===== config.mk =====
export PLATFORM = sky130hd
export DESIGN_NAME = fsw_watchdog
export DESIGN_NICKNAME = d
export VERILOG_FILES = /design/src/shared/fsw_pkg.sv /design/src/rtl/fsw_watchdog.sv
export SDC_FILE = /design/constraint.sdc
export NUM_CORES = 1
export LEC_CHECK = 0
export BUFFER_PORTS_ARGS = -buffer_cell sky130_fd_sc_hd__buf_2
export CELL_PAD_IN_SITES_DETAIL_PLACEMENT = 0
export CELL_PAD_IN_SITES_GLOBAL_PLACEMENT = 2
export CORE_AREA = 2 2 161 163
export CTS_BUF_LIST = sky130_fd_sc_hd__clkbuf_8
export CTS_CLUSTER_SIZE = 28
export DETAILED_ROUTE_END_ITERATION = 12
export DIE_AREA = 0 0 163 165
export PLACE_DENSITY = 0.93
export SLEW_MARGIN = 10
export SYNTH_ARGS = -nofsm -noshare
export SYNTH_HDL_FRONTEND = slang
export SYNTH_SLANG_ARGS = --single-unit

===== constraint.sdc =====
create_clock -name ref_clk -period 7.5 [get_ports ref_clk]
set_input_delay 1.125 -clock ref_clk [delete_from_list [all_inputs] [get_ports ref_clk]]
set_output_delay 1.125 -clock ref_clk [all_outputs]
set_load 0.01 [all_outputs]

===== src/shared/fsw_pkg.sv =====
/*
 * fsw_pkg: register map, command codes, watchdog states and timing constants
 * of the fieldbus slave watchdog and its vendor register map.
 * Assumes a 100 MHz system clock and a request decoder that delivers one
 * word access per cycle at a 16-bit register address.
 */
// Summary of operation
// [RULE1] every valid request restarts the running count
// [RULE2] setup bits choose state-read and explicit triggers
// [RULE3] missing trigger within timeout raises timeout response
// [RULE4] setup bit lets timeout close all connections
// [RULE5] setup bit 7 selects manual or auto-armed
// [RULE6] auto-armed runs whenever timeout is nonzero
// [RULE7] auto-armed accepts only start, as trigger
// [RULE8] auto-armed stops only by leaving that mode
// [RULE9] led flash code as three read-only words
// [RULE10] run state word: 1 stopped, 2 running
// [RULE11] total input word count constant 0x7d00
// [RULE12] analog input word count constant 0x7d00
// [RULE13] digital input word count constant 0x8000
// [RULE14] analog output word count constant 0x7d00
// [RULE15] digital output word count constant 0x8000
// [RULE16] process image layout version read-only word
// [RULE17] read-write word for connection guard setting
// [RULE18] timeout in 1 ms steps, zero unconfigured
// [RULE19] decode start, stop, reset; else data exception
// [RULE20] state reads ffff, 0000, 0001, 0002
// [RULE21] timeout writes refused while running or expired
// [RULE22] one millisecond tick from system clock
`default_nettype none
package fsw_pkg;
	localparam logic [15:0] ADR_COMMAND     = 16'hfa00;
	localparam logic [15:0] ADR_TIMEOUT     = 16'hfa01;
	localparam logic [15:0] ADR_STATE       = 16'hfa02;
	localparam logic [15:0] ADR_SETUP       = 16'hfa03;
	localparam logic [15:0] ADR_TCP_GUARD   = 16'hfa04;
	localparam logic [15:0] ADR_LED_ONE     = 16'hfa0a;
	localparam logic [15:0] ADR_LED_TWO     = 16'hfa0b;
	localparam logic [15:0] ADR_LED_THREE   = 16'hfa0c;
	localparam logic [15:0] ADR_RUN_STATE   = 16'hfa0d;
	localparam logic [15:0] ADR_ORDER       = 16'hfa10;
	localparam logic [15:0] ADR_FW_STATE    = 16'hfa14;
	localparam logic [15:0] ADR_HW_REV      = 16'hfa15;
	localparam logic [15:0] ADR_LOADER_REV  = 16'hfa16;
	localparam logic [15:0] ADR_IMAGE_VER   = 16'hfa17;
	localparam logic [15:0] ADR_HW_ADDR     = 16'hfa20;
	localparam logic [15:0] ADR_IN_TOTAL    = 16'hfa40;
	localparam logic [15:0] ADR_IN_ANALOG   = 16'hfa41;
	localparam logic [15:0] ADR_IN_DIGITAL  = 16'hfa42;
	localparam logic [15:0] ADR_OUT_TOTAL   = 16'hfa43;
	localparam logic [15:0] ADR_OUT_ANALOG  = 16'hfa44;
	localparam logic [15:0] ADR_OUT_DIGITAL = 16'hfa45;
	localparam logic [15:0] ADR_PATTERN_A   = 16'hfaa0;
	localparam logic [15:0] ADR_PATTERN_B   = 16'hfaa1;
	localparam logic [15:0] ADR_PATTERN_C   = 16'hfaa2;
	localparam logic [15:0] ADR_HEARTBEAT   = 16'hfafa;

	// constant register contents
	localparam logic [15:0] VAL_IN_TOTAL    = 16'h7d00;
	localparam logic [15:0] VAL_IN_ANALOG   = 16'h7d00;
	localparam logic [15:0] VAL_IN_DIGITAL  = 16'h8000;
	localparam logic [15:0] VAL_OUT_TOTAL   = 16'h7d00;
	localparam logic [15:0] VAL_OUT_ANALOG  = 16'h7d00;
	localparam logic [15:0] VAL_OUT_DIGITAL = 16'h8000;
	localparam logic [15:0] VAL_PATTERN_A   = 16'h1234;
	localparam logic [15:0] VAL_PATTERN_B   = 16'haaaa;
	localparam logic [15:0] VAL_PATTERN_C   = 16'h5555;
	localparam logic [15:0] VAL_IMAGE_VER   = 16'h0001;
	localparam logic [15:0] VAL_RUN_STOP    = 16'h0001;
	localparam logic [15:0] VAL_RUN_RUN     = 16'h0002;

	// command codes
	localparam logic [15:0] CMD_START = 16'h5555;
	localparam logic [15:0] CMD_STOP  = 16'h55aa;
	localparam logic [15:0] CMD_RESET = 16'haaaa;

	// state register read values
	localparam logic [15:0] ST_NO_TIMEOUT = 16'hffff;
	localparam logic [15:0] ST_STOPPED    = 16'h0000;
	localparam logic [15:0] ST_RUNNING    = 16'h0001;
	localparam logic [15:0] ST_EXPIRED    = 16'h0002;

	// exception codes
	localparam logic [7:0] EXC_NONE       = 8'h00;
	localparam logic [7:0] EXC_ILLEGAL_FN = 8'h01;
	localparam logic [7:0] EXC_ILLEGAL_DV = 8'h03;

	// setup register bit positions
	localparam int SETUP_EXPLICIT_BIT = 0;
	localparam int SETUP_STATE_TRIG   = 1;
	localparam int SETUP_CLOSE_TCP    = 2;
	localparam int SETUP_AUTO_BIT     = 7;
	localparam logic [15:0] SETUP_RESET   = 16'h0000;
	localparam logic [15:0] TIMEOUT_RESET = 16'h0000;
	localparam logic [15:0] GUARD_RESET   = 16'h0000;

	// timing: one millisecond at the system clock rate
	localparam int CLK_HZ        = 100_000_000;
	localparam int TICK_MS       = 1;
	localparam int TICK_CYCLES   = CLK_HZ / 1000 * TICK_MS;
	localparam int CLOSE_PULSE   = 1;

	typedef enum logic [1:0] {
		FSW_NO_TIMEOUT = 2'b00,
		FSW_STOPPED    = 2'b01,
		FSW_RUNNING    = 2'b11,
		FSW_EXPIRED    = 2'b10
	} fsw_state_t;
endpackage : fsw_pkg
`default_nettype wire


===== src/rtl/fsw_watchdog.sv =====
/*
 * fsw_watchdog: communication watchdog and vendor register map of a fieldbus
 * slave. Register accesses arrive as single-cycle word strobes from the
 * protocol engine; every access is answered one cycle later with read data
 * and an exception code. Valid requests on other registers arrive on
 * req_valid. Status words (led code, run state, identity) are inputs.
 */
`timescale 1ns/1ps
`default_nettype none
module fsw_watchdog #(
	parameter int TICK_DIV = fsw_pkg::TICK_CYCLES
) (
	input  wire logic        ref_clk,
	input  wire logic        arst_n,
	input  wire logic        reg_rd,
	input  wire logic        reg_wr,
	input  wire logic [15:0] reg_addr,
	input  wire logic [15:0] reg_wdata,
	input  wire logic        req_valid,
	input  wire logic [15:0] led_code_one,
	input  wire logic [15:0] led_code_two,
	input  wire logic [15:0] led_code_three,
	input  wire logic        ctrl_running,
	input  wire logic [63:0] order_code,
	input  wire logic [15:0] fw_state,
	input  wire logic [15:0] hw_revision,
	input  wire logic [15:0] loader_revision,
	input  wire logic [47:0] hw_address,
	output logic             ack_r,
	output logic      [15:0] rdata_r,
	output logic       [7:0] exc_r,
	output logic             expired_r,
	output logic             close_tcp_r,
	output logic             running_r
);
	fsw_pkg::fsw_state_t state_r;
	fsw_pkg::fsw_state_t state_nxt;
	logic [15:0] timeout_r;
	logic [15:0] setup_r;
	logic [15:0] guard_r;
	logic [15:0] count_r;
	logic [15:0] heartbeat_r;
	logic [31:0] div_r;
	logic        tick;
	logic        auto_mode;
	logic        explicit_mode;
	logic        trigger;
	logic        cmd_wr;
	logic        to_wr;
	logic        setup_wr;
	logic        to_wr_ok;
	logic        setup_wr_ok;
	logic        cmd_ok;
	logic [7:0]  exc_nxt;
	logic [15:0] rd_mux;

	// word select within a multi-word identity register
	function automatic logic [15:0] word_of(input logic [63:0] v, input logic [1:0] i);
		word_of = v[16*i +: 16];
	endfunction : word_of

	assign auto_mode     = setup_r[fsw_pkg::SETUP_AUTO_BIT];    // RULE5
	assign explicit_mode = setup_r[fsw_pkg::SETUP_EXPLICIT_BIT];
	assign cmd_wr        = reg_wr && (reg_addr == fsw_pkg::ADR_COMMAND);
	assign to_wr         = reg_wr && (reg_addr == fsw_pkg::ADR_TIMEOUT);
	assign setup_wr      = reg_wr && (reg_addr == fsw_pkg::ADR_SETUP);

	// timeout writable only when not running or expired
	assign to_wr_ok = (state_r == fsw_pkg::FSW_NO_TIMEOUT)
		|| (state_r == fsw_pkg::FSW_STOPPED);                   // RULE21
	// setup writable always in auto mode, else only when idle
	assign setup_wr_ok = auto_mode || to_wr_ok;

	// command legality by state and mode
	always_comb begin
		cmd_ok = 1'b0;
		unique case (reg_wdata)
			fsw_pkg::CMD_START: cmd_ok = (state_r != fsw_pkg::FSW_NO_TIMEOUT)
				&& (auto_mode || state_r != fsw_pkg::FSW_EXPIRED); // RULE7
			fsw_pkg::CMD_STOP:  cmd_ok = !auto_mode
				&& (state_r == fsw_pkg::FSW_STOPPED || state_r == fsw_pkg::FSW_RUNNING);
			fsw_pkg::CMD_RESET: cmd_ok = !auto_mode
				&& (state_r == fsw_pkg::FSW_EXPIRED);
			default:            cmd_ok = 1'b0;                     // RULE19
		endcase
	end

	// trigger: any valid request, state read per setup, explicit start
	always_comb begin
		trigger = 1'b0;
		if (!explicit_mode && req_valid)
			trigger = 1'b1;                                        // RULE1
		// only accesses answered without exception count; refused ones are no request
		if (!explicit_mode && (reg_rd || reg_wr) && exc_nxt == fsw_pkg::EXC_NONE
			&& !(reg_rd && reg_addr == fsw_pkg::ADR_STATE))
			trigger = 1'b1;                                        // RULE1
		if (!explicit_mode && reg_rd && (reg_addr == fsw_pkg::ADR_STATE)
			&& setup_r[fsw_pkg::SETUP_STATE_TRIG])
			trigger = 1'b1;                                        // RULE2
		if (cmd_wr && cmd_ok && reg_wdata == fsw_pkg::CMD_START)
			trigger = 1'b1;                                        // RULE7
	end

	// millisecond tick divider
	always_ff @(posedge ref_clk or negedge arst_n) begin
		if (!arst_n) begin
			div_r <= 32'h0000_0000;
		end else if (div_r == 32'(TICK_DIV - 1)) begin
			div_r <= 32'h0000_0000;
		end else begin
			div_r <= div_r + 32'h0000_0001;
		end
	end
	assign tick = (div_r == 32'(TICK_DIV - 1));                  // RULE22

	// state transitions
	always_comb begin
		state_nxt = state_r;
		unique case (state_r)
			fsw_pkg::FSW_NO_TIMEOUT: begin
				if (to_wr && reg_wdata != 16'h0000)
					state_nxt = auto_mode ? fsw_pkg::FSW_RUNNING : fsw_pkg::FSW_STOPPED; // RULE6
			end
			fsw_pkg::FSW_STOPPED: begin
				if (to_wr && reg_wdata == 16'h0000)
					state_nxt = fsw_pkg::FSW_NO_TIMEOUT;           // RULE18
				else if (auto_mode)
					state_nxt = fsw_pkg::FSW_RUNNING;              // RULE6
				else if (cmd_wr && cmd_ok && reg_wdata == fsw_pkg::CMD_START)
					state_nxt = fsw_pkg::FSW_RUNNING;
			end
			fsw_pkg::FSW_RUNNING: begin
				if (!auto_mode && cmd_wr && cmd_ok && reg_wdata == fsw_pkg::CMD_STOP)
					state_nxt = fsw_pkg::FSW_STOPPED;
				else if (trigger)
					state_nxt = fsw_pkg::FSW_RUNNING;
				else if (tick && count_r <= 16'h0001)
					state_nxt = fsw_pkg::FSW_EXPIRED;              // RULE3
			end
			fsw_pkg::FSW_EXPIRED: begin
				if (auto_mode && trigger)
					state_nxt = fsw_pkg::FSW_RUNNING;
				else if (!auto_mode && cmd_wr && cmd_ok && reg_wdata == fsw_pkg::CMD_RESET)
					state_nxt = fsw_pkg::FSW_STOPPED;
			end
		endcase
		// leaving auto mode deactivates the watchdog
		if (setup_wr && setup_wr_ok && auto_mode && !reg_wdata[fsw_pkg::SETUP_AUTO_BIT]
			&& state_r != fsw_pkg::FSW_NO_TIMEOUT)
			state_nxt = fsw_pkg::FSW_STOPPED;                      // RULE8
	end

	// watchdog state
	always_ff @(posedge ref_clk or negedge arst_n) begin
		if (!arst_n) begin
			state_r <= fsw_pkg::FSW_NO_TIMEOUT;
		end else begin
			state_r <= state_nxt;
		end
	end

	// millisecond countdown, reloaded by triggers and on start
	always_ff @(posedge ref_clk or negedge arst_n) begin
		if (!arst_n) begin
			count_r <= fsw_pkg::TIMEOUT_RESET;
		end else if (state_nxt == fsw_pkg::FSW_RUNNING
			&& (state_r != fsw_pkg::FSW_RUNNING || trigger)) begin
			count_r <= (state_r == fsw_pkg::FSW_NO_TIMEOUT) ? reg_wdata : timeout_r; // RULE1
		end else if (state_r == fsw_pkg::FSW_RUNNING && tick && count_r != 16'h0000) begin
			count_r <= count_r - 16'h0001;                         // RULE18
		end
	end

	// writable configuration words
	always_ff @(posedge ref_clk or negedge arst_n) begin
		if (!arst_n) begin
			timeout_r <= fsw_pkg::TIMEOUT_RESET;
			setup_r   <= fsw_pkg::SETUP_RESET;
			guard_r   <= fsw_pkg::GUARD_RESET;
		end else begin
			if (to_wr && to_wr_ok)
				timeout_r <= reg_wdata;                            // RULE21
			if (setup_wr && setup_wr_ok)
				setup_r <= reg_wdata;                              // RULE2
			if (reg_wr && reg_addr == fsw_pkg::ADR_TCP_GUARD)
				guard_r <= reg_wdata;                              // RULE17
		end
	end

	// exception code for the current access
	always_comb begin
		exc_nxt = fsw_pkg::EXC_NONE;
		if (cmd_wr && !cmd_ok)
			exc_nxt = fsw_pkg::EXC_ILLEGAL_DV;                     // RULE19
		else if (to_wr && !to_wr_ok)
			exc_nxt = fsw_pkg::EXC_ILLEGAL_FN;                     // RULE21
		else if (setup_wr && !setup_wr_ok)
			exc_nxt = fsw_pkg::EXC_ILLEGAL_FN;
		else if (reg_rd && reg_addr == fsw_pkg::ADR_COMMAND)
			exc_nxt = fsw_pkg::EXC_ILLEGAL_FN;
	end

	// read multiplexer over the whole map
	always_comb begin
		rd_mux = 16'h0000;
		unique case (reg_addr)
			fsw_pkg::ADR_TIMEOUT:     rd_mux = timeout_r;
			fsw_pkg::ADR_STATE: begin
				unique case (state_r)
					fsw_pkg::FSW_NO_TIMEOUT: rd_mux = fsw_pkg::ST_NO_TIMEOUT; // RULE20
					fsw_pkg::FSW_STOPPED:    rd_mux = fsw_pkg::ST_STOPPED;
					fsw_pkg::FSW_RUNNING:    rd_mux = fsw_pkg::ST_RUNNING;
					fsw_pkg::FSW_EXPIRED:    rd_mux = fsw_pkg::ST_EXPIRED;
				endcase
			end
			fsw_pkg::ADR_SETUP:       rd_mux = setup_r;
			fsw_pkg::ADR_TCP_GUARD:   rd_mux = guard_r;                // RULE17
			fsw_pkg::ADR_LED_ONE:     rd_mux = led_code_one;           // RULE9
			fsw_pkg::ADR_LED_TWO:     rd_mux = led_code_two;           // RULE9
			fsw_pkg::ADR_LED_THREE:   rd_mux = led_code_three;         // RULE9
			fsw_pkg::ADR_RUN_STATE:   rd_mux = ctrl_running ? fsw_pkg::VAL_RUN_RUN
				: fsw_pkg::VAL_RUN_STOP;                               // RULE10
			fsw_pkg::ADR_ORDER:       rd_mux = word_of(order_code, 2'd3);
			16'hfa11:                 rd_mux = word_of(order_code, 2'd2);
			16'hfa12:                 rd_mux = word_of(order_code, 2'd1);
			16'hfa13:                 rd_mux = word_of(order_code, 2'd0);
			fsw_pkg::ADR_FW_STATE:    rd_mux = fw_state;
			fsw_pkg::ADR_HW_REV:      rd_mux = hw_revision;
			fsw_pkg::ADR_LOADER_REV:  rd_mux = loader_revision;
			fsw_pkg::ADR_IMAGE_VER:   rd_mux = fsw_pkg::VAL_IMAGE_VER; // RULE16
			fsw_pkg::ADR_HW_ADDR:     rd_mux = word_of({16'h0000, hw_address}, 2'd2);
			16'hfa21:                 rd_mux = word_of({16'h0000, hw_address}, 2'd1);
			16'hfa22:                 rd_mux = word_of({16'h0000, hw_address}, 2'd0);
			fsw_pkg::ADR_IN_TOTAL:    rd_mux = fsw_pkg::VAL_IN_TOTAL;    // RULE11
			fsw_pkg::ADR_IN_ANALOG:   rd_mux = fsw_pkg::VAL_IN_ANALOG;   // RULE12
			fsw_pkg::ADR_IN_DIGITAL:  rd_mux = fsw_pkg::VAL_IN_DIGITAL;  // RULE13
			fsw_pkg::ADR_OUT_TOTAL:   rd_mux = fsw_pkg::VAL_OUT_TOTAL;
			fsw_pkg::ADR_OUT_ANALOG:  rd_mux = fsw_pkg::VAL_OUT_ANALOG;  // RULE14
			fsw_pkg::ADR_OUT_DIGITAL: rd_mux = fsw_pkg::VAL_OUT_DIGITAL; // RULE15
			fsw_pkg::ADR_PATTERN_A:   rd_mux = fsw_pkg::VAL_PATTERN_A;
			fsw_pkg::ADR_PATTERN_B:   rd_mux = fsw_pkg::VAL_PATTERN_B;
			fsw_pkg::ADR_PATTERN_C:   rd_mux = fsw_pkg::VAL_PATTERN_C;
			fsw_pkg::ADR_HEARTBEAT:   rd_mux = heartbeat_r;
			default:                  rd_mux = 16'h0000;
		endcase
	end

	// access answer, registered one cycle after the strobe
	always_ff @(posedge ref_clk or negedge arst_n) begin
		if (!arst_n) begin
			ack_r   <= 1'b0;
			rdata_r <= 16'h0000;
			exc_r   <= fsw_pkg::EXC_NONE;
		end else begin
			ack_r   <= reg_rd || reg_wr;
			rdata_r <= (reg_rd && exc_nxt == fsw_pkg::EXC_NONE) ? rd_mux : 16'h0000;
			exc_r   <= exc_nxt;
		end
	end

	// heartbeat word counts milliseconds
	always_ff @(posedge ref_clk or negedge arst_n) begin
		if (!arst_n) begin
			heartbeat_r <= 16'h0000;
		end else if (tick) begin
			heartbeat_r <= heartbeat_r + 16'h0001;
		end
	end

	// timeout response: expiry level and one-cycle close request
	always_ff @(posedge ref_clk or negedge arst_n) begin
		if (!arst_n) begin
			expired_r   <= 1'b0;
			close_tcp_r <= 1'b0;
			running_r   <= 1'b0;
		end else begin
			expired_r   <= (state_nxt == fsw_pkg::FSW_EXPIRED);     // RULE3
			close_tcp_r <= (state_nxt == fsw_pkg::FSW_EXPIRED)
				&& (state_r != fsw_pkg::FSW_EXPIRED)
				&& setup_r[fsw_pkg::SETUP_CLOSE_TCP];              // RULE4
			running_r   <= (state_nxt == fsw_pkg::FSW_RUNNING);
		end
	end
endmodule : fsw_watchdog
`default_nettype wire


# After elaboration in Yosys (flattened, before gate mapping)
# Cells that the tools add are included.
[word_totals]
reg_bits = 142
wordCells = 149
out_inout_bits = 28
inputBits = 246
[classes]
n_eq_ne = 41
addsub = 3
n_mux = 29
n_reduce_logical = 62
n_lt_le_gt_ge = 1
[ops]
columns = ["cell", "n"]
rows = [
  ["$eq A16 B16 Y1 const B", 31],
  ["$pmux W16 S25", 1],
  ["$mux W16", 4],
  ["$pmux W16 S4", 1],
  ["$logic_and A1 B1 Y1", 40],
  ["$add A32 B1 Y32 const B", 1],
  ["$eq A16 B15 Y1 const B", 2],
  ["$eq A32 B17 Y1 const B", 1],
  ["$mux W32", 1],
  ["$reduce_bool A16 Y1", 2],
  ["$mux W2", 13],
  ["$add A16 B1 Y16 const B", 1],
  ["$le A16 B1 Y1 const B", 1],
  ["$logic_not A16 Y1", 1],
  ["$sub A16 B1 Y16 const B", 1],
  ["$eq A2 B2 Y1 const B", 4],
  ["$logic_not A8 Y1", 1],
  ["$pmux W2 S4", 1],
  ["$logic_not A1 Y1", 7],
  ["$mux W1", 7],
  ["$logic_or A1 B1 Y1", 6],
  ["$ne A2 B2 Y1 const B", 2],
  ["$reduce_bool A2 Y1", 2],
  ["$reduce_or A4 Y1", 1],
  ["4 further kinds", 4],
]

# Logic depth before layout (Yosys ltp)
# Gate-level depths: netlist (run 1).
[logic_depth]
depth_word = 21
depth_mapped = 11
mapped_depth_nobuf = 10

# Worst setup path before layout (run 1)
# OpenSTA, ideal clock, no wires.
[synth_timing]
path_type = "in2reg"
startpoint = "input reg_wdata[9]"
endpoint = "register count_r[10]"
cell_stages = 9
arrival_ps = 3746
slack_ps = 3674
setup_ps = 79
required_ps = 7421
path_cell_list = "or4_4 > or4_4 > nor3_4 > a211oi_1 > o2111ai_2 > a22oi_2 > a311oi_4 > buf_8 > mux2i_1"
[synth_between]
elab_chain_cells = 18
word_cells_on_any_way = 38
[synth_lines]
columns = ["item", "line_no", "rtl"]
rows = [
  ["start: declaration", "fsw_watchdog.sv:18", "input wire logic [15:0] reg_wdata,"],
  ["$eq A16 B16 Y1 (tied with other cells)", "fsw_watchdog.sv:77, fsw_watchdog.sv:143", ""],
  ["$pmux W1 S3", "fsw_watchdog.sv:77", "unique case (reg_wdata)"],
  ["$logic_not A1 Y1", "fsw_watchdog.sv:193", "if (cmd_wr && !cmd_ok)"],
  ["$logic_and A1 B1 Y1", "fsw_watchdog.sv:193", ""],
  ["$mux W2", "fsw_watchdog.sv:193", ""],
  ["$logic_not A8 Y1", "fsw_watchdog.sv:94", "if (!explicit_mode && (reg_rd || reg_wr) && exc_nxt == fsw_pkg::EXC_NONE"],
  ["$logic_and A1 B1 Y1", "fsw_watchdog.sv:94", ""],
  ["$logic_and A1 B1 Y1", "fsw_watchdog.sv:95", "&& !(reg_rd && reg_addr == fsw_pkg::ADR_STATE))"],
  ["[2 not listed]", "--", ""],
  ["$mux W1", "fsw_watchdog.sv:100", "if (cmd_wr && cmd_ok && reg_wdata == fsw_pkg::CMD_START)"],
  ["$mux W2 / $logic_and A1 B1 Y1 (equally long branches)", "fsw_watchdog.sv:135, fsw_watchdog.sv:141", ""],
  ["$mux W2, on equally long branches", "fsw_watchdog.sv:133, fsw_watchdog.sv:141", ""],
  ["$pmux W2 S4", "fsw_watchdog.sv:119", "unique case (state_r)"],
  ["$mux W2", "fsw_watchdog.sv:148", "if (setup_wr && setup_wr_ok && auto_mode && !reg_wdata[fsw_pkg::SETUP_AUTO_BIT]"],
  ["$eq A2 B2 Y1", "fsw_watchdog.sv:166", "end else if (state_nxt == fsw_pkg::FSW_RUNNING"],
  ["$logic_and A1 B1 Y1 (*)", "fsw_watchdog.sv:167", "&& (state_r != fsw_pkg::FSW_RUNNING || trigger)) begin"],
  ["$mux W16 / $reduce_bool A2 Y1 (equally long branches)", "--", ""],
  ["end signal: assignment", "fsw_watchdog.sv:165", "count_r <= fsw_pkg::TIMEOUT_RESET;"],
  ["end signal: assignment", "fsw_watchdog.sv:168", "count_r <= (state_r == fsw_pkg::FSW_NO_TIMEOUT) ? reg_wdata : timeout_r;"],
  ["end signal: assignment", "fsw_watchdog.sv:170", "count_r <= count_r - 16'h0001;"],
  ["end: declaration", "fsw_watchdog.sv:41", "logic [15:0] count_r;"],
]
# Mark *: on every way between the ends. The rest lies on a longest branch, timed or not.
# A chain may end at the register's enable or synchronous reset.

# Worst setup path after layout (run 1)
[layout_timing]
startpoint = "input reg_addr[10]"
endpoint = "register count_r[9]"
[layout_between]
elab_chain_cells = 19
word_cells_on_any_way = 53
[layout_lines]
columns = ["item", "line_no", "rtl"]
rows = [
  ["start: declaration", "fsw_watchdog.sv:17", "input wire logic [15:0] reg_addr,"],
  ["$eq A16 B16 Y1, on equally long branches", "fsw_watchdog.sv:64, fsw_watchdog.sv:199, fsw_watchdog.sv:66", ""],
  ["$logic_and A1 B1 Y1, on equally long branches", "fsw_watchdog.sv:199, fsw_watchdog.sv:66", ""],
  ["$mux W1 / $logic_and A1 B1 Y1 (equally long branches)", "fsw_watchdog.sv:199, fsw_watchdog.sv:197", ""],
  ["$mux W1", "fsw_watchdog.sv:197", "else if (setup_wr && !setup_wr_ok)"],
  ["$mux W1", "fsw_watchdog.sv:195", "else if (to_wr && !to_wr_ok)"],
  ["$mux W2", "fsw_watchdog.sv:193", ""],
  ["$logic_not A8 Y1", "fsw_watchdog.sv:94", ""],
  ["$logic_and A1 B1 Y1", "fsw_watchdog.sv:94", ""],
  ["[3 not listed]", "--", ""],
  ["$mux W1", "fsw_watchdog.sv:100", ""],
  ["$mux W2 / $logic_and A1 B1 Y1 (equally long branches)", "fsw_watchdog.sv:135, fsw_watchdog.sv:141", ""],
  ["$mux W2, on equally long branches", "fsw_watchdog.sv:133, fsw_watchdog.sv:141", ""],
  ["$pmux W2 S4", "fsw_watchdog.sv:119", ""],
  ["$mux W2", "fsw_watchdog.sv:148", ""],
  ["$eq A2 B2 Y1", "fsw_watchdog.sv:166", ""],
  ["$logic_and A1 B1 Y1 (*)", "fsw_watchdog.sv:167", ""],
  ["$mux W16 / $reduce_bool A2 Y1 (equally long branches)", "--", ""],
]
# Marks and branches as above.

==> results of run 1 <==
## stage by stage
step / std cells / setup WS (ns)
after floorplan: 869 / 3.67
after global placement: 1436 / 2.89
after detailed placement: 1436 / 2.73
after CTS: 1467 / 3.19
after global routing: 1469 / 2.84
final: 1472 / 3.14
## where the power goes
| group | switching, W | total, W | internal [W] |
|---|---|---|---|
| clock network | 0.000308 | 0.000581 | 0.000273 |
| registers | 0.0000582 | 0.000846 | 0.000788 |
| logic | 0.000365 | 0.000649 | 0.000284 |
## final cells by class
type                            instances  area (µm²)
Timing Repair Buffer                  287        1490
Fill cell                            2504       14500
Clock buffer                           18         248
Inverter                               14        52.6
Sequential cell                       136        3400
Antenna cell                            5        12.5
Clock inverter                         13         121
Multi-Input combinational cell        669        4800
Tap cell                              330         413
## worst max-delay path, delay by kind of cell
kind            cells  cell delay, ns
mux                 1            0.29
simple gates        2            0.94
compound gates      4            2.05
buf+inv             2            0.30
## registers in the layout (all words and copies together), names as in the netlist
name / flops
ack_r: 1
close_tcp_r: 1
count_r: 16
div_r: 32
exc_r: 2
expired_r: 1
guard_r: 16
heartbeat_r: 16
rdata_r: 16
running_r: 1
setup_r: 16
state_r: 2
timeout_r: 16
## layer usage
metal / GRT usage / part of all wire / vias to the layer above / wire (µm)
li1: - / - / 3817 / -
met1: 0.355 / 0.45 / 4163 / 14700
met5: 0 / 0 / - / 0
met3: 0.0427 / 0.088 / 41 / 2890
met2: 0.341 / 0.45 / 424 / 14500
met4: 0.0660 / 0.017 / 0 / 550
## kinds of logic after synthesis
logic type               count (synthesis)
AND/OR/NAND/NOR                        314
other                                    1
adder cells (fa/ha/maj)                  8
XOR/XNOR                                58
AO/OA/AOI/OAI                          186
buffers and inverters                   64
flip-flops                             136
multiplexers                            97
## layout by cell type, fill, tap and decap left out, drive strengths merged, types with 5 or more instances in the layout
cell type,count
o21ai,27
and2,9
nor2b,6
a31oi,13
buf,287
a222oi,22
and4,9
mux2i,49
or2,6
nand4,25
nor3,26
a221oi,17
dfrtp,136
a22o,17
nor2,59
and3,11
or4,6
diode,5
clkbuf,18
a22oi,52
a21oi,10
xor2,19
xnor2,39
nand2,78
inv,18
clkinv,7
nor4,17
mux2,48
nand3,40
ha,8
conb,6
## final timing paths
check,start,endpoint
max,reg_addr[10],count_r[9]$_DFFE_PN0P_
min,div_r[31]$_DFF_PN0_,div_r[31]$_DFF_PN0_
max reg2reg,state_r[0]$_DFF_PN0_,count_r[9]$_DFFE_PN0P_
min reg2reg,div_r[31]$_DFF_PN0_,div_r[31]$_DFF_PN0_
max in group asynchronous,arst_n,guard_r[1]$_DFFE_PN0P_
min in group asynchronous,arst_n,div_r[25]$_DFF_PN0_
==> run_results.csv, run 1 <==
group,metric,value,unit
status,status,"complete, no violations",
global_route,grt_max_degree,78,
sta,fin_setup_tns,0,ns
placed_design,io_buffer_count,267,
sta,timing.hold.ws,0.473,ns
floorplanning,num_io_pins,274,
routing,wire_per_inst,22.2,µm
clocking,hold_buffers,0,
clocking,htreeDepth,4,
flow_run,drv_cap,0,
synth,synth.most_common_cell,"dfrtp_1",
synth,ys_types,67,
floorplanning,fp.dieH,165,µm
global_route,antenna_found_initial,2,
clocking,cts_resized,0,
global_route,grt_pass1_wl,47.4,mm
synth,synth_common_cells,"136 x dfrtp_1, 78 x nand2_1, 59 x nor2_1, 50 x a22oi_1, 49 x mux2i_1",
synth,syn_area_per_cell,9.74,µm²
routing,ant_nets,0,
synth,synth_area_leaders,"dfrtp_1 40%, mux2_2 6.4%, mux2i_1 5.8%",
worst_hold_path,hold_class,"reg -> reg",
global_route,track_usage,0.235,
worst_setup_path,reg2reg_depth,10,
synth,synth_top_family_by_area,"simple AND/OR/NAND/NOR gates",
power_and_ir_drop,peakVddDrop,163,µV
worst_setup_path,max_stage_delay,0.94,ns
power_and_ir_drop,leakage,4.92,nW
synth,synth_top_area_cell,"dfrtp_1",
finish,drive_above_1_share,0.346,
finish,nets,1379,
worst_setup_path,cp_slowest_cell,"a311oi_4",
synth,yosys_warnings,0,
routing,vias,8445,
clocking,clk_pin_slew_worst_paths,0.08,ns
synth,synth.area.mux_share,0.122,
routing,drc,0,
finish,fin_area,0.0105,mm²
placed_design,gp_congestion,0.913,
worst_setup_path,cp.arrival,4.72,ns
sta,final-setup-viol-count,0,
sta,clock_skew,0.0227,ns
global_route,globalRoute.totalOverflow,0,
worst_setup_path,r2r_slack,3.65,ns
sta,rsz0062_at_grt,"false",
sta,clock.fmax,229,MHz
synth,synth_fa_ha_area_frac,0.0119,
routing,vias_per_cell,5.74,
clocking,postCtsSetupRepairBufs,0,
worst_setup_path,critPathMaxFanout,16,
worst_hold_path,hold_path_depth,1,
synth,synth-compound-area-share,0.175,
worst_setup_path,crit_chain,"buf_2 > and4bb_1 > nand4_1 > o41ai_1 > inv_1 > a22oi_2 > o41ai_4 > a311oi_4 > mux2i_1",
floorplanning,initial_core_util,0.336,
power_and_ir_drop,p_total,0.00208,W
floorplanning,dieWidth,163,µm
finish,post-route-util,0.421,
clocking,cts-root-buf,"clkbuf_8",
floorplanning,die_area,0.0269,mm²
sta,period_minus_slack,4.36,ns
synth,ys_ff_latch,136,
synth,syn-cell-area,0.00842,mm²
worst_setup_path,endpoint_kind,"flip-flop",
power_and_ir_drop,p_per_area,197,mW/mm²
clocking,clk_latency,0.45,ns
clocking,cts_buffer_depth,2,
sta,slew_headroom,0.231,
routing,dr.first_iter.drc_count,1028,
global_route,grt_pass1_vias,7924,
clocking,numCtsBuffers,17,
worst_setup_path,cp-start-kind,"input pin",
sta,worst_pin_slew,1.15,ns
sta,fin_crit_sh,0.582,
sta,finalMaxSlewViolations,0,
synth,yosys.area_share.simple,0.193,
worst_setup_path,cp.required,7.86,ns
floorplanning,core,0.0250,mm²
synth,postSynthCellCount,864,
synth,ys_async_sr_fraction,1.00,
placed_design,post-dp-hpwl,24.9,mm
routing,drt_pass1_iterations,7,
clocking,cts.sinks,136,
finish,areaGrowthSynthToFinish,25.2,%
synth,ys_seq_area_frac,0.404,
placed_design,dpl-instance-area,0.0102,mm²
floorplanning,fp-row-count,58,
synth,synth_edf_count,0,
synth,netlist.area_leader.share,0.404,
synth,ys.flop_type,"dfrtp_1",
worst_setup_path,critical_path_class,"in -> reg",
synth,synth_xor_area_frac,0.0604,
clocking,cts_tree,"built",
sta,hold_viol_final,0,
routing,detail_route.wirelength,32.6,mm
(Power assumes the default switching activity.)
==> run 2, diff against run 1 <==
--- a/config.mk
+++ b/config.mk
@@ -5,15 +5,16 @@
 export SDC_FILE = /design/constraint.sdc
 export NUM_CORES = 1
 export LEC_CHECK = 0
+export ABC_AREA = 1
 export BUFFER_PORTS_ARGS = -buffer_cell sky130_fd_sc_hd__buf_2
 export CELL_PAD_IN_SITES_DETAIL_PLACEMENT = 0
 export CELL_PAD_IN_SITES_GLOBAL_PLACEMENT = 2
-export CORE_AREA = 2 2 161 163
+export CORE_AREA = 2 2 193 195
 export CTS_BUF_LIST = sky130_fd_sc_hd__clkbuf_8
 export CTS_CLUSTER_SIZE = 28
 export DETAILED_ROUTE_END_ITERATION = 12
-export DIE_AREA = 0 0 163 165
-export PLACE_DENSITY = 0.93
+export DIE_AREA = 0 0 195 197
+export PLACE_DENSITY = 0.83
 export SLEW_MARGIN = 10
 export SYNTH_ARGS = -nofsm -noshare
 export SYNTH_HDL_FRONTEND = slang
==> constraint.sdc (replaced) <==
create_clock -name ref_clk -period 3.7 [get_ports ref_clk]
set_input_delay 0.555 -clock ref_clk [delete_from_list [all_inputs] [get_ports ref_clk]]
set_output_delay 0.555 -clock ref_clk [all_outputs]
set_load 0.01 [all_outputs]
==> run 2 against run 1 <==
Via count up 22%. Final cell count up 40%. Critical path depth up 10. Global-route usage down 1.4 points. Non-clock buffer count up 15. Combinational power down 4.9%. Power up 73%. Synthesized area up 11%. Critical path type is now reg -> reg. First-iteration DRC count down 16%.
==> run_results.csv, run 2 <==
group,metric,value,unit
status,status,"complete, no violations",
clocking,numCtsBuffers,17,
synth,synth_top_area_cell,"dfrtp_1",
sta,slew_headroom,0.541,
placed_design,post-dp-hpwl,33.7,mm
placed_design,io_buffer_count,267,
worst_setup_path,r2r_start,"state_r[0]$_DFF_PN0_",
worst_setup_path,max_stage_delay,0.45,ns
worst_hold_path,hold_class,"in -> async",
sta,rsz0062_at_grt,"false",
worst_setup_path,startpoint,"state_r[0]$_DFF_PN0_",
global_route,grt_max_degree,69,
sta,clock_skew,0.00880,ns
routing,vias_per_cell,5.01,
finish,fillCellCount,4052,
global_route,grt_pass1_wl,63.0,mm
sta,worst_pin_slew,0.689,ns
worst_setup_path,crit_top_cell,"nand2_1",
finish,drive_above_1_share,0.239,
clocking,cts_tree,"built",
worst_setup_path,crit_chain,"inv_1 > ha_1 > inv_2 > nand2_1 > nor2_1 > nand4_1 > nand2_1 > nor2_1 > nand2_1 > nor2_1 > o21ai_1 > nand2_1 > nand2_2 > a21oi_4 > nand3_4 > inv_2 > nand2_1 > nand2_1 > nand2_1",
clocking,hold_buffers,0,
worst_setup_path,critPathTopFamily,"simple AND/OR/NAND/NOR gates",
routing,dr.first_iter.drc_count,859,
clocking,cts.sinks,136,
sta,hold_viol_final,0,
synth,postSynthCellCount,1307,
finish,layout_commonest_cell,"nand2_1",
routing,drt_pass1_iterations,5,
synth,syn_area_per_cell,7.15,µm²
global_route,globalRoute.totalOverflow,0,
synth,synth_area_leaders,"dfrtp_1 36%, nand2_1 11%, inv_1 8.4%",
clocking,postCtsSetupRepairBufs,0,
worst_setup_path,cp.required,4.07,ns
global_route,track_usage,0.221,
worst_setup_path,cp_slowest_cell,"dfrtp_1",
finish,final_cell_mix,"271 x nand2_1, 266 x buf_2, 211 x inv_1",
routing,ant_nets,0,
routing,wire_per_inst,20.6,µm
sta,period_minus_slack,3.19,ns
sta,setup_slack,0.507,ns
floorplanning,die_area,0.0384,mm²
clocking,cts-root-buf,"clkbuf_8",
floorplanning,num_io_pins,274,
sta,finalMaxSlewViolations,0,
sta,fin_crit_sh,0.863,
power_and_ir_drop,p_per_area,305,mW/mm²
floorplanning,fp.dieH,197,µm
floorplanning,core,0.0363,mm²
synth,syn-cell-area,0.00934,mm²
worst_setup_path,critPathMaxFanout,18,
floorplanning,initial_core_util,0.258,
synth,ys.flop_type,"dfrtp_1",
power_and_ir_drop,peakVddDrop,175,µV
floorplanning,dieWidth,195,µm
synth,synth_common_cells,"271 x nand2_1, 209 x inv_1, 136 x dfrtp_1, 135 x o21ai_0, 96 x nand3_1",
power_and_ir_drop,leakage,5.91,nW
finish,nets,1838,
placed_design,dp_slack,0.517,ns
finish,largest_reg_flops,32,
synth,synth_edf_count,0,
placed_design,gp_congestion,0.899,
finish,top_register,"div_r",
finish,areaGrowthSynthToFinish,26.5,%
synth,yosys_warnings,0,
global_route,antenna_found_initial,4,
sta,final-setup-viol-count,0,
clocking,cts_resized,0,
clocking,clk_pin_slew_worst_paths,0.09,ns
synth,ys_seq_area_frac,0.364,
clocking,cts_buffer_depth,2,
worst_setup_path,endpoint_kind,"flip-flop",
worst_setup_path,r2r_slack,0.51,ns
clocking,clk_latency,0.46,ns
clocking,htreeDepth,4,
worst_setup_path,cp.arrival,3.56,ns
sta,fin_setup_tns,0,ns
routing,detail_route.wirelength,42.6,mm
routing,drc,0,
synth,synth.most_common_cell,"nand2_1",
worst_setup_path,critical_path_class,"reg -> reg",
synth,ys_types,53,
finish,post-route-util,0.326,
floorplanning,fp-row-count,70,
synth,ys_async_sr_fraction,1.00,
flow_run,drv_cap,0,
global_route,grt_pass1_vias,10330,
worst_setup_path,cp-start-kind,"flip-flop",
synth,netlist.area_leader.share,0.364,
sta,clock.fmax,313,MHz
synth,ys_ff_latch,136,
routing,vias,10341,
worst_setup_path,crit_buf_inv,3,
==> run 2: changes by cell type after synthesis, sizes merged, moves of 21 or more <==
cell,delta
nand3,+58
a222oi,-22
a32o,+21
o21ai,+114
nand2,+202
nor2,+35
inv,+208
mux2i,-49
mux2,-48
a22oi,-39
xnor2,-33
nor4,+27
==> run 2: path summary, 6_finish.rpt <==
check                                           to  cells past startpoint
setup / recovery           count_r[13]$_DFFE_PN0P_                     19
hold / removal                  div_r[5]$_DFF_PN0_                      1
setup reg to reg           count_r[13]$_DFFE_PN0P_                     19
hold reg to reg                 div_r[0]$_DFF_PN0_                      1
max in group asynchronous   setup_r[2]$_DFFE_PN0P_                      2
min in group ref_clk          rdata_r[6]$_DFF_PN0_                      3
==> run 2: area by class of cell <==
| type | instances | area (µm²) | share of cell area |
|---|---|---|---|
| Antenna cell | 1 | 2.50 | 0.000212 |
| Multi-Input combinational cell | 904 | 4910 | 0.415 |
| Tap cell | 468 | 586 | 0.0495 |
| Clock inverter | 13 | 203 | 0.0172 |
| Inverter | 223 | 840 | 0.0710 |
| Sequential cell | 136 | 3400 | 0.288 |
| Clock buffer | 18 | 248 | 0.0210 |
| Timing Repair Buffer | 302 | 1630 | 0.138 |
==> run 2: cells by family after synthesis <==
kind of cell / share of synthesized area
adder cells (fa/ha/maj): 0.0107
flip-flops: 0.364
AO/OA/AOI/OAI: 0.179
other: 0.000401
AND/OR/NAND/NOR: 0.296
buffers and inverters: 0.115
XOR/XNOR: 0.0347
==> run 2: report_power, final <==
part           internal [W]  total [W]  switching, W
combinational      0.000204   0.000617      0.000413
clock              0.000815    0.00146      0.000645
sequential          0.00150    0.00152     0.0000213
total               0.00252    0.00360       0.00108
==> run 2: layer usage <==
| metal | vias up | routed length [µm] | GRT usage |
|---|---|---|---|
| met1 | 4916 | 18400 | 0.280 |
| met4 | 6 | 1210 | 0.0766 |
| met2 | 411 | 20000 | 0.372 |
| met5 | - | 32 | 0 |
| met3 | 66 | 2910 | 0.0462 |
| li1 | 4942 | - | - |
==> run 2: through the flow <==
step / area (µm²) / total power, W / cells / hold slack, ns
after floorplan: 9360 / 0.00184 / 1312 / 0.259
after global placement: 11400 / 0.00217 / 2033 / 0.445
after detailed placement: 11400 / 0.00217 / 2033 / 0.456
after CTS: 11800 / 0.00363 / 2064 / 0.106
after global routing: 11800 / 0.00375 / 2064 / 0.120
final: 11800 / 0.00360 / 2065 / 0.0872
==> run 3, diff against run 2 <==
--- a/config.mk
+++ b/config.mk
@@ -5,15 +5,14 @@
 export SDC_FILE = /design/constraint.sdc
 export NUM_CORES = 1
 export LEC_CHECK = 0
-export ABC_AREA = 1
 export BUFFER_PORTS_ARGS = -buffer_cell sky130_fd_sc_hd__buf_2
 export CELL_PAD_IN_SITES_DETAIL_PLACEMENT = 0
 export CELL_PAD_IN_SITES_GLOBAL_PLACEMENT = 2
-export CORE_AREA = 2 2 193 195
+export CORE_AREA = 2 2 177 179
 export CTS_BUF_LIST = sky130_fd_sc_hd__clkbuf_8
 export CTS_CLUSTER_SIZE = 28
 export DETAILED_ROUTE_END_ITERATION = 12
-export DIE_AREA = 0 0 195 197
+export DIE_AREA = 0 0 179 181
 export PLACE_DENSITY = 0.83
 export SLEW_MARGIN = 10
 export SYNTH_ARGS = -nofsm -noshare
==> run 3 against run 2 <==
Sequential power increased by 13%. Clock-buffer cell count decreased by 1. Hold slack improved by 0.039 ns. Largest power group unchanged. Routed wire length decreased by 15%.
==> run_results.csv, run 3 (synthesis gave the netlist of run 1 again) <==
group,metric,value,unit
status,status,"complete, no violations",
sta,rsz0062_at_grt,"false",
global_route,antenna_found_initial,2,
floorplanning,fp.dieH,181,µm
clocking,cts_tree,"built",
worst_setup_path,critical_path_class,"reg -> reg",
routing,drt_pass1_iterations,8,
power_and_ir_drop,p_total,0.00444,W
worst_setup_path,cp.arrival,3.48,ns
clocking,cts-root-buf,"clkbuf_8",
sta,fin_setup_tns,0,ns
floorplanning,initial_core_util,0.277,
sta,slew_headroom,0.408,
power_and_ir_drop,peakVddDrop,281,µV
finish,largest_reg_flops,32,
routing,vias_per_cell,5.49,
power_and_ir_drop,seqPwrFrac,0.387,
sta,final-setup-viol-count,0,
global_route,grt_pass1_wl,53.3,mm
power_and_ir_drop,clkPwrFrac,0.300,
clocking,postCtsSetupRepairBufs,0,
finish,fillCellCount,3133,
worst_setup_path,cp.required,4.07,ns
sta,clock_skew,0.0276,ns
placed_design,post-dp-hpwl,28.5,mm
finish,top_register,"div_r",
clocking,hold_buffers,0,
routing,detail_route.wirelength,36.2,mm
worst_hold_path,hold_class,"in -> async",
routing,ant_nets,0,
floorplanning,num_io_pins,274,
placed_design,gp_congestion,0.902,
floorplanning,die_area,0.0324,mm²
worst_setup_path,reg2reg_depth,11,
finish,final_cell_mix,"266 x buf_2, 136 x dfrtp_1, 78 x nand2_1",
routing,drc,0,
finish,areaGrowthSynthToFinish,28.7,%
finish,drive_above_1_share,0.358,
routing,wire_per_inst,23.3,µm
sta,fin_crit_sh,0.840,
power_and_ir_drop,leakage,5.04,nW
worst_setup_path,endpoint_kind,"flip-flop",
finish,instances_no_fill,1557,
global_route,grt_pass1_vias,8343,
power_and_ir_drop,p_switching,0.00158,W
sta,period_minus_slack,3.11,ns
clocking,cts_resized,0,
finish,register_area,0.00340,mm²
sta,clock.fmax,322,MHz
clocking,numCtsBuffers,17,
power_and_ir_drop,combPwrFrac,0.313,
finish,post-route-util,0.357,
worst_setup_path,critPathMaxFanout,16,
clocking,cts_buffer_depth,2,
sta,worst_pin_slew,0.888,ns
global_route,globalRoute.totalOverflow,0,
power_and_ir_drop,switching_share,0.357,
finish,nets,1400,
clocking,clk_pin_slew_worst_paths,0.09,ns
floorplanning,dieWidth,179,µm
clocking,htreeDepth,4,
global_route,grt_max_degree,76,
global_route,track_usage,0.220,
clocking,cts.sinks,136,
placed_design,io_buffer_count,267,
power_and_ir_drop,p_per_area,410,mW/mm²
finish,layout_commonest_cell,"buf_2",
placed_design,dp.cells,1523,
finish,multiInputGateArea,0.00480,mm²
routing,dr.first_iter.drc_count,957,
routing,vias,8555,
sta,finalMaxSlewViolations,0,
floorplanning,core,0.0303,mm²
power_and_ir_drop,internal-power,0.00286,W
clocking,clk_latency,0.47,ns
worst_setup_path,cp-start-kind,"flip-flop",
floorplanning,fp-row-count,64,
sta,hold_viol_final,0,
flow_run,drv_cap,0,
==> run 3: changes by cell type in the layout (fill, tap and decap cells not counted), sizes merged, moves of 21 or more <==
cell and change:
mux2 +48, nand3 -58, mux2i +49, a22oi +39, xnor2 +33, a32o -21, nor2 -35, a222oi +22
o21ai -114, nand2 -202, nor4 -27, inv -202
==> run 3: routing by layer <==
layer / up-vias / track usage / share of wire
li1: 3848 / - / -
met1: 4244 / 0.337 / 0.46
met2: 439 / 0.329 / 0.44
met3: 24 / 0.0297 / 0.084
met4: 0 / 0.0433 / 0.011
met5: - / 0 / 0
==> run 3: through the flow <==
step	worst slack [ns]	instance area, µm²	hold slack (ns)
CTS	0.592	10800	0.144
floorplan	0.444	8440	0.259
global route	0.433	10800	0.164
finish	0.591	10800	0.127
detailed placement	0.233	10400	0.466
global placement	0.269	10400	0.461
==> run 3: area by class of cell <==
| cell class | instances | area share |
|---|---|---|
| Multi-Input combinational cell | 669 | 0.443 |
| Sequential cell | 136 | 0.314 |
| Timing Repair Buffer | 308 | 0.154 |
| Tap cell | 396 | 0.0457 |
| Clock buffer | 17 | 0.0216 |
| Clock inverter | 15 | 0.0166 |
| Inverter | 14 | 0.00485 |
| Antenna cell | 2 | 0.000462 |
==> run 3: power groups by stage <==
stage	logic (W)	clock network (W)	registers, W
after global routing	0.00152	0.00143	0.00174
after CTS	0.00140	0.00136	0.00172
after detailed placement	0.00139	0	0.00175
after floorplan	0.000923	0	0.00172
after global placement	0.00138	0	0.00175
final	0.00139	0.00133	0.00172
==> run 3: final timing paths <==
check	startpoint	endpoint	slack (ns)
worst min-delay path	arst_n	count_r[9]$_DFFE_PN0P_	0.13
worst max register to register	state_r[0]$_DFF_PN0_	count_r[9]$_DFFE_PN0P_	0.59
worst max-delay path	state_r[0]$_DFF_PN0_	count_r[9]$_DFFE_PN0P_	0.59
worst min register to register	div_r[31]$_DFF_PN0_	div_r[31]$_DFF_PN0_	0.47
min in group ref_clk	led_code_two[3]	rdata_r[3]$_DFF_PN0_	0.38
max in group asynchronous	arst_n	div_r[15]$_DFF_PN0_	2.76
==> run 3: worst max-delay path: stages (launching register included) <==
cell and delay (ns):
dfrtp_1 0.46, inv_1 0.19, ha_1 0.29, and4_1 0.27
a311oi_1 0.10, o32ai_1 0.39, a211oi_1 0.16, o2111ai_2 0.23
a22oi_2 0.15, a311oi_4 0.34, buf_12 0.21, mux2i_1 0.21
